--- config.mk ---
export PLATFORM = sky130hd
export DESIGN_NAME = clock_select_and_time_base
export DESIGN_NICKNAME = d
export VERILOG_FILES = /design/src/clock_time_base_pkg.sv /design/src/time_base_if.sv /design/src/time_base_chain.sv /design/src/clock_source_mux.sv /design/src/clock_select_and_time_base.sv
export SDC_FILE = /design/constraint.sdc
export NUM_CORES = 1
export LEC_CHECK = 0
export BUFFER_PORTS_ARGS = -buffer_cell sky130_fd_sc_hd__buf_2
export CORE_MARGIN = 2
export CORE_UTILIZATION = 46
export CTS_BUF_LIST = sky130_fd_sc_hd__clkbuf_16
export CTS_CLUSTER_SIZE = 16
export DETAILED_ROUTE_END_ITERATION = 8
export GPL_ROUTABILITY_DRIVEN = 0
export GPL_TIMING_DRIVEN = 0
export PLACE_DENSITY_LB_ADDON = 0.2
export SYNTH_ARGS = -nofsm -noshare
export SYNTH_HDL_FRONTEND = slang
export SYNTH_SLANG_ARGS = --single-unit
--- constraint.sdc ---
create_clock -name I_CLOCK -period 1.5 [get_ports I_CLOCK]
set_input_delay 0.15 -clock I_CLOCK [delete_from_list [all_inputs] [get_ports I_CLOCK]]
set_output_delay 0.15 -clock I_CLOCK [all_outputs]
set_load 0.005 [all_outputs]
--- src/clock_time_base_pkg.sv ---
package clock_time_base_pkg;

    // width of the special function registers seen by the cpu
    localparam int SFR_WIDTH = 4;

    // time base counter: fifteen binary stages
    localparam int TBC_WIDTH = 15;
    localparam logic [14:0] TBC_RESET = 15'h0000;

    // stage index of each tapped output, stage n toggles at 16384/2**n hz
    localparam int TAP_4KHZ = 2;
    localparam int TAP_2KHZ = 3;
    localparam int TAP_256HZ = 6;
    localparam int TAP_128HZ = 7;
    localparam int TAP_64HZ = 8;
    localparam int TAP_32HZ = 9;
    localparam int TAP_16HZ = 10;
    localparam int TAP_8HZ = 11;
    localparam int TAP_4HZ = 12;
    localparam int TAP_2HZ = 13;
    localparam int TAP_1HZ = 14;

    // readout register shows stages 8 hz (bit 0) up to 1 hz (bit 3)
    localparam int READOUT_LSB = TAP_8HZ;
    localparam logic [14:0] READOUT_CLEAR_MASK = 15'h7800;

    // frequency control register layout
    localparam int FREQ_SEL_BIT = 0;
    localparam int FREQ_ACTIVE_BIT = 1;
    localparam logic [3:0] FREQ_CTRL_RESET = 4'h0;

    // time base interrupt request lines
    localparam int IRQ_256HZ = 0;
    localparam int IRQ_32HZ = 1;
    localparam int IRQ_16HZ = 2;
    localparam int IRQ_4HZ = 3;
    localparam int IRQ_1HZ = 4;
    localparam int IRQ_COUNT = 5;

    // buzzer tap bundle order
    localparam int BUZ_4KHZ = 0;
    localparam int BUZ_2KHZ = 1;
    localparam int BUZ_16HZ = 2;
    localparam int BUZ_8HZ = 3;
    localparam int BUZ_1HZ = 4;
    localparam int BUZ_COUNT = 5;

    // glitch free source switch states
    typedef enum logic [1:0] {
        MUX_XTAL,
        MUX_PARK_TO_RC,
        MUX_RC,
        MUX_PARK_TO_XTAL
    } mux_state_t;

endpackage : clock_time_base_pkg

--- src/time_base_if.sv ---
`timescale 1ns/10ps
// link between the control top and the counter chain
interface time_base_if #(
    parameter int WIDTH = 15
);
    logic tick;               // one crystal falling edge
    logic clear;              // readout register write
    logic [WIDTH-1:0] count;  // stage states
    logic [WIDTH-1:0] fall;   // stages falling this cycle

    modport ctrl (
        output tick,
        output clear,
        input count,
        input fall
    );

    modport chain (
        input tick,
        input clear,
        output count,
        output fall
    );
endinterface : time_base_if

--- src/time_base_chain.sv ---
`timescale 1ns/10ps
module time_base_chain
    import clock_time_base_pkg::*;
#(
    parameter int WIDTH = TBC_WIDTH
) (
    input wire logic i_clk,
    input wire logic i_nrst,
    time_base_if.chain tb
);
    logic [WIDTH-1:0] cnt_q;
    logic [WIDTH-1:0] cnt_d;
    logic [WIDTH-1:0] advanced;
    logic [WIDTH-1:0] clear_mask;

    // binary count, then the readout write forces the top four stages low
    assign clear_mask = WIDTH'(READOUT_CLEAR_MASK);
    assign advanced = tb.tick ? cnt_q + WIDTH'(1) : cnt_q;
    assign cnt_d = tb.clear ? (advanced & ~clear_mask) : advanced;

    // a stage that was 1 and goes to 0 falls, whether by carry or by clear
    assign tb.fall = cnt_q & ~cnt_d;
    assign tb.count = cnt_q;

    always_ff @(posedge i_clk or negedge i_nrst) begin
        if (!i_nrst) begin
            cnt_q <= WIDTH'(TBC_RESET);
        end else begin
            cnt_q <= cnt_d;
        end
    end
endmodule : time_base_chain

--- src/clock_source_mux.sv ---
`timescale 1ns/10ps
module clock_source_mux
    import clock_time_base_pkg::*;
(
    input wire logic i_clk,
    input wire logic i_nrst,
    input wire logic i_xt_level,
    input wire logic i_rc_level,
    input wire logic i_select_rc,
    output logic o_sys_clk_q,
    output logic o_on_rc_q
);
    mux_state_t state_q;
    mux_state_t state_d;
    logic out_d;

    // the output is parked low between sources; a source is only left
    // and only taken while its level is low, so no pulse is ever cut short
    always_comb begin
        state_d = state_q;
        out_d = 1'b0;
        case (state_q)
            MUX_XTAL: begin
                out_d = i_xt_level;
                if (i_select_rc && !i_xt_level) begin
                    state_d = MUX_PARK_TO_RC;
                end
            end
            MUX_PARK_TO_RC: begin
                if (!i_select_rc && !i_xt_level) begin
                    state_d = MUX_XTAL;
                end else if (i_select_rc && !i_rc_level) begin
                    state_d = MUX_RC;
                end
            end
            MUX_RC: begin
                out_d = i_rc_level;
                if (!i_select_rc && !i_rc_level) begin
                    state_d = MUX_PARK_TO_XTAL;
                end
            end
            MUX_PARK_TO_XTAL: begin
                if (i_select_rc && !i_rc_level) begin
                    state_d = MUX_RC;
                end else if (!i_select_rc && !i_xt_level) begin
                    state_d = MUX_XTAL;
                end
            end
            default: begin
                state_d = MUX_XTAL;
            end
        endcase
    end

    always_ff @(posedge i_clk or negedge i_nrst) begin
        if (!i_nrst) begin
            state_q <= MUX_XTAL;
            o_sys_clk_q <= 1'b0;
            o_on_rc_q <= 1'b0;
        end else begin
            state_q <= state_d;
            o_sys_clk_q <= out_d;
            o_on_rc_q <= (state_d == MUX_RC);
        end
    end
endmodule : clock_source_mux

--- src/clock_select_and_time_base.sv ---
`timescale 1ns/10ps
// Overview of operation
// select bit 0 crystal, 1 rc source
// crystal oscillator never stops for rc selection
// rc oscillator runs only selected or test; code also keeps it on while the mux still sits on rc
// select bit is bit 0, reset clears
// selecting rc requests raised logic supply
// software sets backup flag, waits 1 ms
// software clears backup flag for low current
// fifteen stage counter on crystal clock
// counter starts from zero after reset
// counter advances on crystal falling edge
// interrupt on falls of 256,32,16,4,1 hz
// 16 hz output feeds the watchdog
// buzzer gets 1,8,16 hz, 4k, 2k
// 64 hz output samples input ports
// reset circuit gets 1 hz, 8 hz
// capture gets 256,128,64,32 hz outputs
// readout register reads 1 to 8 hz
// any readout write clears 1-8 hz stages
// clearing a set stage raises its request
// software masks 1 hz before readout write
// both registers are four bits wide
// source switching makes no runt clock pulses
module clock_select_and_time_base
    import clock_time_base_pkg::*;
#(
    parameter int COUNT_WIDTH = TBC_WIDTH
) (
    input wire logic I_CLOCK,
    input wire logic I_NRST,
    // oscillator levels, already sampled to I_CLOCK
    input wire logic I_XT_LEVEL,
    input wire logic I_RC_LEVEL,
    input wire logic I_TEST_FAST_CLK_OUT,
    // special function register access from the cpu
    input wire logic I_FREQ_CTRL_WE,
    input wire logic I_TB_READOUT_WE,
    input wire logic [3:0] I_WDATA,
    output logic [3:0] O_FREQ_CTRL_RDATA,
    output logic [3:0] O_TB_READOUT_RDATA,
    // clock and oscillator control
    output logic O_SYS_CLK,
    output logic O_XT_OSC_EN,
    output logic O_RC_OSC_EN,
    output logic O_LOGIC_SUPPLY_BOOST,
    // time base outputs
    output logic [4:0] O_TB_IRQ,
    output logic O_WDT_16HZ,
    output logic [4:0] O_BUZZER_TAPS,
    output logic O_PORT_SAMPLE_64HZ,
    output logic O_RESET_1HZ,
    output logic O_RESET_8HZ,
    output logic [3:0] O_CAPTURE_TAPS
);

    time_base_if #(.WIDTH(COUNT_WIDTH)) tb ();

    // register state
    logic freq_sel_q;
    logic xt_prev_q;
    logic [IRQ_COUNT-1:0] irq_q;
    logic rc_en_q;
    logic boost_q;
    logic xt_en_q;
    logic [3:0] freq_rdata_q;
    logic [3:0] readout_rdata_q;

    // next values and decode
    logic freq_sel_d;
    logic xt_fall;
    logic [IRQ_COUNT-1:0] irq_d;
    logic rc_en_d;
    logic on_rc;
    logic [3:0] freq_rdata_d;
    logic [3:0] readout_rdata_d;
    logic [COUNT_WIDTH-1:0] count_w;
    logic [COUNT_WIDTH-1:0] fall_w;

    // ------------------------------------------------------------------
    // crystal edge detect; inputs are synchronous, so no synchroniser
    // ------------------------------------------------------------------
    assign xt_fall = xt_prev_q & ~I_XT_LEVEL;

    always_ff @(posedge I_CLOCK or negedge I_NRST) begin
        if (!I_NRST) begin
            xt_prev_q <= 1'b0;
        end else begin
            xt_prev_q <= I_XT_LEVEL;
        end
    end

    // ------------------------------------------------------------------
    // counter chain hookup
    // ------------------------------------------------------------------
    assign tb.tick = xt_fall;
    assign tb.clear = I_TB_READOUT_WE;
    assign count_w = tb.count;
    assign fall_w = tb.fall;

    time_base_chain #(
        .WIDTH(COUNT_WIDTH)
    ) u_chain (
        .i_clk(I_CLOCK),
        .i_nrst(I_NRST),
        .tb(tb.chain)
    );

    // ------------------------------------------------------------------
    // frequency control register: only the select bit is writable
    // ------------------------------------------------------------------
    assign freq_sel_d = I_FREQ_CTRL_WE ? I_WDATA[FREQ_SEL_BIT] : freq_sel_q;

    always_ff @(posedge I_CLOCK or negedge I_NRST) begin
        if (!I_NRST) begin
            freq_sel_q <= FREQ_CTRL_RESET[FREQ_SEL_BIT];
        end else begin
            freq_sel_q <= freq_sel_d;
        end
    end

    // ------------------------------------------------------------------
    // glitch free source switch; the mux picks the switch moment, and its on_rc also keeps the rc oscillator on
    // ------------------------------------------------------------------
    clock_source_mux u_mux (
        .i_clk(I_CLOCK),
        .i_nrst(I_NRST),
        .i_xt_level(I_XT_LEVEL),
        .i_rc_level(I_RC_LEVEL),
        .i_select_rc(freq_sel_q),
        .o_sys_clk_q(O_SYS_CLK),
        .o_on_rc_q(on_rc)
    );

    // ------------------------------------------------------------------
    // oscillator enables and supply request
    // the rc oscillator is kept alive while the mux still sits on it,
    // otherwise stopping it mid-switch could leave the mux parked forever
    // ------------------------------------------------------------------
    assign rc_en_d = freq_sel_q | I_TEST_FAST_CLK_OUT | on_rc;

    always_ff @(posedge I_CLOCK or negedge I_NRST) begin
        if (!I_NRST) begin
            rc_en_q <= 1'b0;
            boost_q <= 1'b0;
            xt_en_q <= 1'b0;
        end else begin
            rc_en_q <= rc_en_d;
            boost_q <= freq_sel_q;
            xt_en_q <= 1'b1;
        end
    end

    assign O_RC_OSC_EN = rc_en_q;
    assign O_LOGIC_SUPPLY_BOOST = boost_q;
    assign O_XT_OSC_EN = xt_en_q;

    // ------------------------------------------------------------------
    // time base interrupt requests: one cycle per falling stage output;
    // a readout write that clears a set stage falls it too
    // ------------------------------------------------------------------
    assign irq_d[IRQ_256HZ] = fall_w[TAP_256HZ];
    assign irq_d[IRQ_32HZ] = fall_w[TAP_32HZ];
    assign irq_d[IRQ_16HZ] = fall_w[TAP_16HZ];
    assign irq_d[IRQ_4HZ] = fall_w[TAP_4HZ];
    assign irq_d[IRQ_1HZ] = fall_w[TAP_1HZ];

    always_ff @(posedge I_CLOCK or negedge I_NRST) begin
        if (!I_NRST) begin
            irq_q <= '0;
        end else begin
            irq_q <= irq_d;
        end
    end

    assign O_TB_IRQ = irq_q;

    // ------------------------------------------------------------------
    // taps for the consumers come straight from the counter flops
    // ------------------------------------------------------------------
    assign O_WDT_16HZ = count_w[TAP_16HZ];
    assign O_BUZZER_TAPS[BUZ_4KHZ] = count_w[TAP_4KHZ];
    assign O_BUZZER_TAPS[BUZ_2KHZ] = count_w[TAP_2KHZ];
    assign O_BUZZER_TAPS[BUZ_16HZ] = count_w[TAP_16HZ];
    assign O_BUZZER_TAPS[BUZ_8HZ] = count_w[TAP_8HZ];
    assign O_BUZZER_TAPS[BUZ_1HZ] = count_w[TAP_1HZ];
    assign O_PORT_SAMPLE_64HZ = count_w[TAP_64HZ];
    assign O_RESET_1HZ = count_w[TAP_1HZ];
    assign O_RESET_8HZ = count_w[TAP_8HZ];
    assign O_CAPTURE_TAPS[0] = count_w[TAP_256HZ];
    assign O_CAPTURE_TAPS[1] = count_w[TAP_128HZ];
    assign O_CAPTURE_TAPS[2] = count_w[TAP_64HZ];
    assign O_CAPTURE_TAPS[3] = count_w[TAP_32HZ];

    // ------------------------------------------------------------------
    // read data, registered so the cpu sees a stable value; a read
    // therefore lags the stage states by one cycle
    // ------------------------------------------------------------------
    assign freq_rdata_d = {2'b00, on_rc, freq_sel_q};
    assign readout_rdata_d = count_w[READOUT_LSB +: SFR_WIDTH];

    always_ff @(posedge I_CLOCK or negedge I_NRST) begin
        if (!I_NRST) begin
            freq_rdata_q <= FREQ_CTRL_RESET;
            readout_rdata_q <= 4'h0;
        end else begin
            freq_rdata_q <= freq_rdata_d;
            readout_rdata_q <= readout_rdata_d;
        end
    end

    assign O_FREQ_CTRL_RDATA = freq_rdata_q;
    assign O_TB_READOUT_RDATA = readout_rdata_q;

endmodule : clock_select_and_time_base

==> flow_summary_export.csv <==
group,metric,value,unit
routing,drt.antenna.violating_nets,0,
setup_path,cp.arrival,1.65,ns
routing,remaining_drc_errors,0,
global_routing,grt_max_degree,35,
synthesis,yosysTopAreaCell,"dfrtp_1",
routing,drt_wl_total,2834,um
synthesis,ys_ff_latch,34,
global_routing,antenna_found_initial,0,
worst_hold_path,hp-start,"I_TEST_FAST_CLK_OUT",
global_routing,gr-usage-all-layers,0.1602,
sta,period_minus_slack,1.506,ns
global_routing,grt_overflow,0,
pwr,vdd_drop_max,882.7,uV
floorplan,die_area,0.003728,sq mm
finish,antenna_cells,0,
pwr,cellPowerDensity,1348,mW/mm^2
job,timing.max_cap.violations,0,
clock_tree,root_buffer,"clkbuf_16",
pwr,p_int,2042,uW
routing,vias,1076,
synthesis,ys_seq_area_frac,0.5681,
worst_hold_path,hp-class,"input pin to register",
clock_tree,cts_sinks,34,
setup_path,critPathMaxStageDelay,0.38,ns
clock_tree,cts_tree,"yes",
run_status,status,"finished with violations",
pwr,p_clk_frac,0.337,
synthesis,ys_types,32,
setup_path,crit_path_start_kind,"register",
sta,setup_tns,-0.005932,ns
run_status,violations,"negative setup slack",
routing,routedWlPerCell,12.48,um
floorplan,fp.dieH,61.06,um
setup_path,cp_slowest_cell,"dfrtp_1",
synthesis,synth_top_area_frac,0.5681,
clock_tree,clock_latency,0.27,ns
pwr,p_switching,742.0,uW
synthesis,synth.avg_cell_area,12.48,sq um
sta,drv_slew,0,
placed_design,port_buffers,34,
routing,dr.first_iter.drc_count,25,
setup_path,cp_max_fo,7,
floorplan,start_util,0.4866,
clock_tree,ctsHtreeMaxLevel,2,
sta,tightest_slew,0.7239,ns
sta,hold_violations,0,
clock_tree,cts.clk_slew.worst_paths,0.05,ns
sta,worst_slack,-0.005932,ns
floorplan,core_area,0.003078,sq mm
setup_path,rr_endpoint,"u_chain.tb.count[12]",
synthesis,synth_flop_cell,"dfrtp_1",
routing,viasPerCell,4.740,
floorplan,fp.dieW,61.06,um
pwr,switching_share,0.2665,
global_routing,grt_pass1_vias,912,
pwr,p_comb_frac,0.223,
sta,fmax,664.0,MHz
placed_design,hpwl,1740,um
sta,setup_viol,1,
floorplan,io_pins,41,
setup_path,reg2reg_slack,-0.006,ns
pwr,seqPwrFrac,0.440,
synthesis,yosysMostFrequentCell,"dfrtp_1",
pwr,leakagePower,0.001084,uW
setup_path,endpoint_kind,"register",
floorplan,rows,20,
clock_tree,cts_buffers,5,
synthesis,synth_edf_count,0,
synthesis,synth.area.top_cells,"dfrtp_1 (57%), buf_4 (6.0%), mux2_1 (3.0%)",
finish,drive_gt1_frac,0.4863,
synthesis,yosys_warnings,0,
setup_path,reg2regPathDepth,4,
synthesis,synthCells,120,
worst_hold_path,min_path_cells,2,
setup_path,path_cells,"ha_2 -> nand3b_4 -> nor4_4 -> mux2_1",
synthesis,async_flop_share,1.000,
sta,finClkSkew,0.004561,ns
setup_path,critical_path_required,1.65,ns
sta,slew_headroom,0.5174,
synthesis,synthTopCellsByCount,"dfrtp_1 (34), buf_4 (12), nor2_1 (8)",
finish,nets,194,
synthesis,syn-cell-area,0.001498,sq mm
global_routing,grt_pass1_wl,4105,um
sta,fin_crit_sh,1.004,
finish,area.growth.synth_to_final,37.84,%
sta,grt_setup_unrepaired,"true",
pwr,total_power,2784,uW
setup_path,crit_type,"register to register",
routing,drt_pre_antenna_iters,4,
worst_hold_path,whs_endpoint,"O_RC_OSC_EN",
clock_tree,cts_buffer_depth,2,
==> power by group through the flow <==
stage	logic [uW]	registers [uW]	clock network, uW
after floorplan	278	1210	0
after global placement	395	1230	0
after detailed placement	412	1240	0
after CTS	476	1230	950
after global routing	690	1240	1010
final	622	1230	937
==> critical path, delay by kind of cell, from the launching register on <==
kind	cells	cell delay, ns
adders and majority gates	1	0.22
DFF	1	0.38
muxes	1	0.36
and+or+nand+nor	2	0.42
==> layout make-up <==
cell class	count	area, sq um
Fill cell	249	1013
Sequential cell	34	858.3
Multi-Input combinational cell	70	566.8
Timing Repair Buffer	54	326.6
Clock buffer	5	125.1
Buffer	14	108.9
Tap cell	44	55.05
Clock inverter	3	12.51
Inverter	3	11.26
==> per-stage QoR <==
step / cell area, sq um / util / std cells / hold WS, ns / setup slack [ns]
after floorplan: 1501 / - / 121 / -0.1456 / 0.01532
after global placement: 1727 / 0.5610 / 199 / 0.2423 / -0.1102
after detailed placement: 1727 / 0.5610 / 199 / 0.2523 / -0.1521
after CTS: 1939 / 0.6301 / 212 / 0.07199 / 0.005943
after global routing: 2064 / 0.6707 / 227 / 0.07311 / -0.05593
final: 2064 / 0.6707 / 227 / 0.07144 / -0.005932
==> worst max path at each step <==
stage	to	slack, ns	depth (start not counted)
after floorplan	u_chain.tb.count[12]	0.02	4
after global placement	u_chain.tb.count[14]	-0.11	4
after detailed placement	u_chain.tb.count[14]	-0.15	4
after CTS	u_chain.tb.count[14]	0.006	3
after global routing	u_chain.tb.count[12]	-0.06	4
final	u_chain.tb.count[12]	-0.006	4
==> cells in the final DEF, fill, tap and decap left out, types with 2 or more instances in the layout <==
cell type,count
nand3_1,3
mux2i_1,2
mux2_1,3
nor2_1,8
nor3_1,6
mux2_2,2
xor2_1,5
o21a_1,2
inv_1,4
clkbuf_16,5
nor2b_1,6
nand4_1,3
xnor2_1,5
nand4_4,2
nand2_1,4
nor4_4,3
o21ai_0,2
dfrtp_2,6
dfrtp_1,28
conb_1,3
buf_2,34
buf_4,30
==> logic make-up after synthesis <==
family	share of synthesized area
xor gates and xnor gates	0.05848
other	0.005014
and+or+nand+nor	0.1963
DFF	0.5681
muxes	0.05848
adders and majority gates	0.008353
buffers and inverters	0.07769
AOI/OAI and AO/OA	0.02757
==> what timing repair did <==
item	CTS	global route
endpoints found under the setup margin	4	4
hold buffers	1	0
endpoints found under the hold margin	34	0
buffers inserted	4	15
gates cloned	0	0
pin swaps	4	4
gates resized for setup	9	4
==> metal layers <==
layer	vias to the layer above	part of all wire	track usage
li1	519	-	-
met2	20	0.54	0.2629
met5	-	0	0
met3	5	0.034	0.07563
met1	532	0.41	0.1801
met4	0	0.013	0.06522
Note: power is estimated with default switching activity, not from simulation.
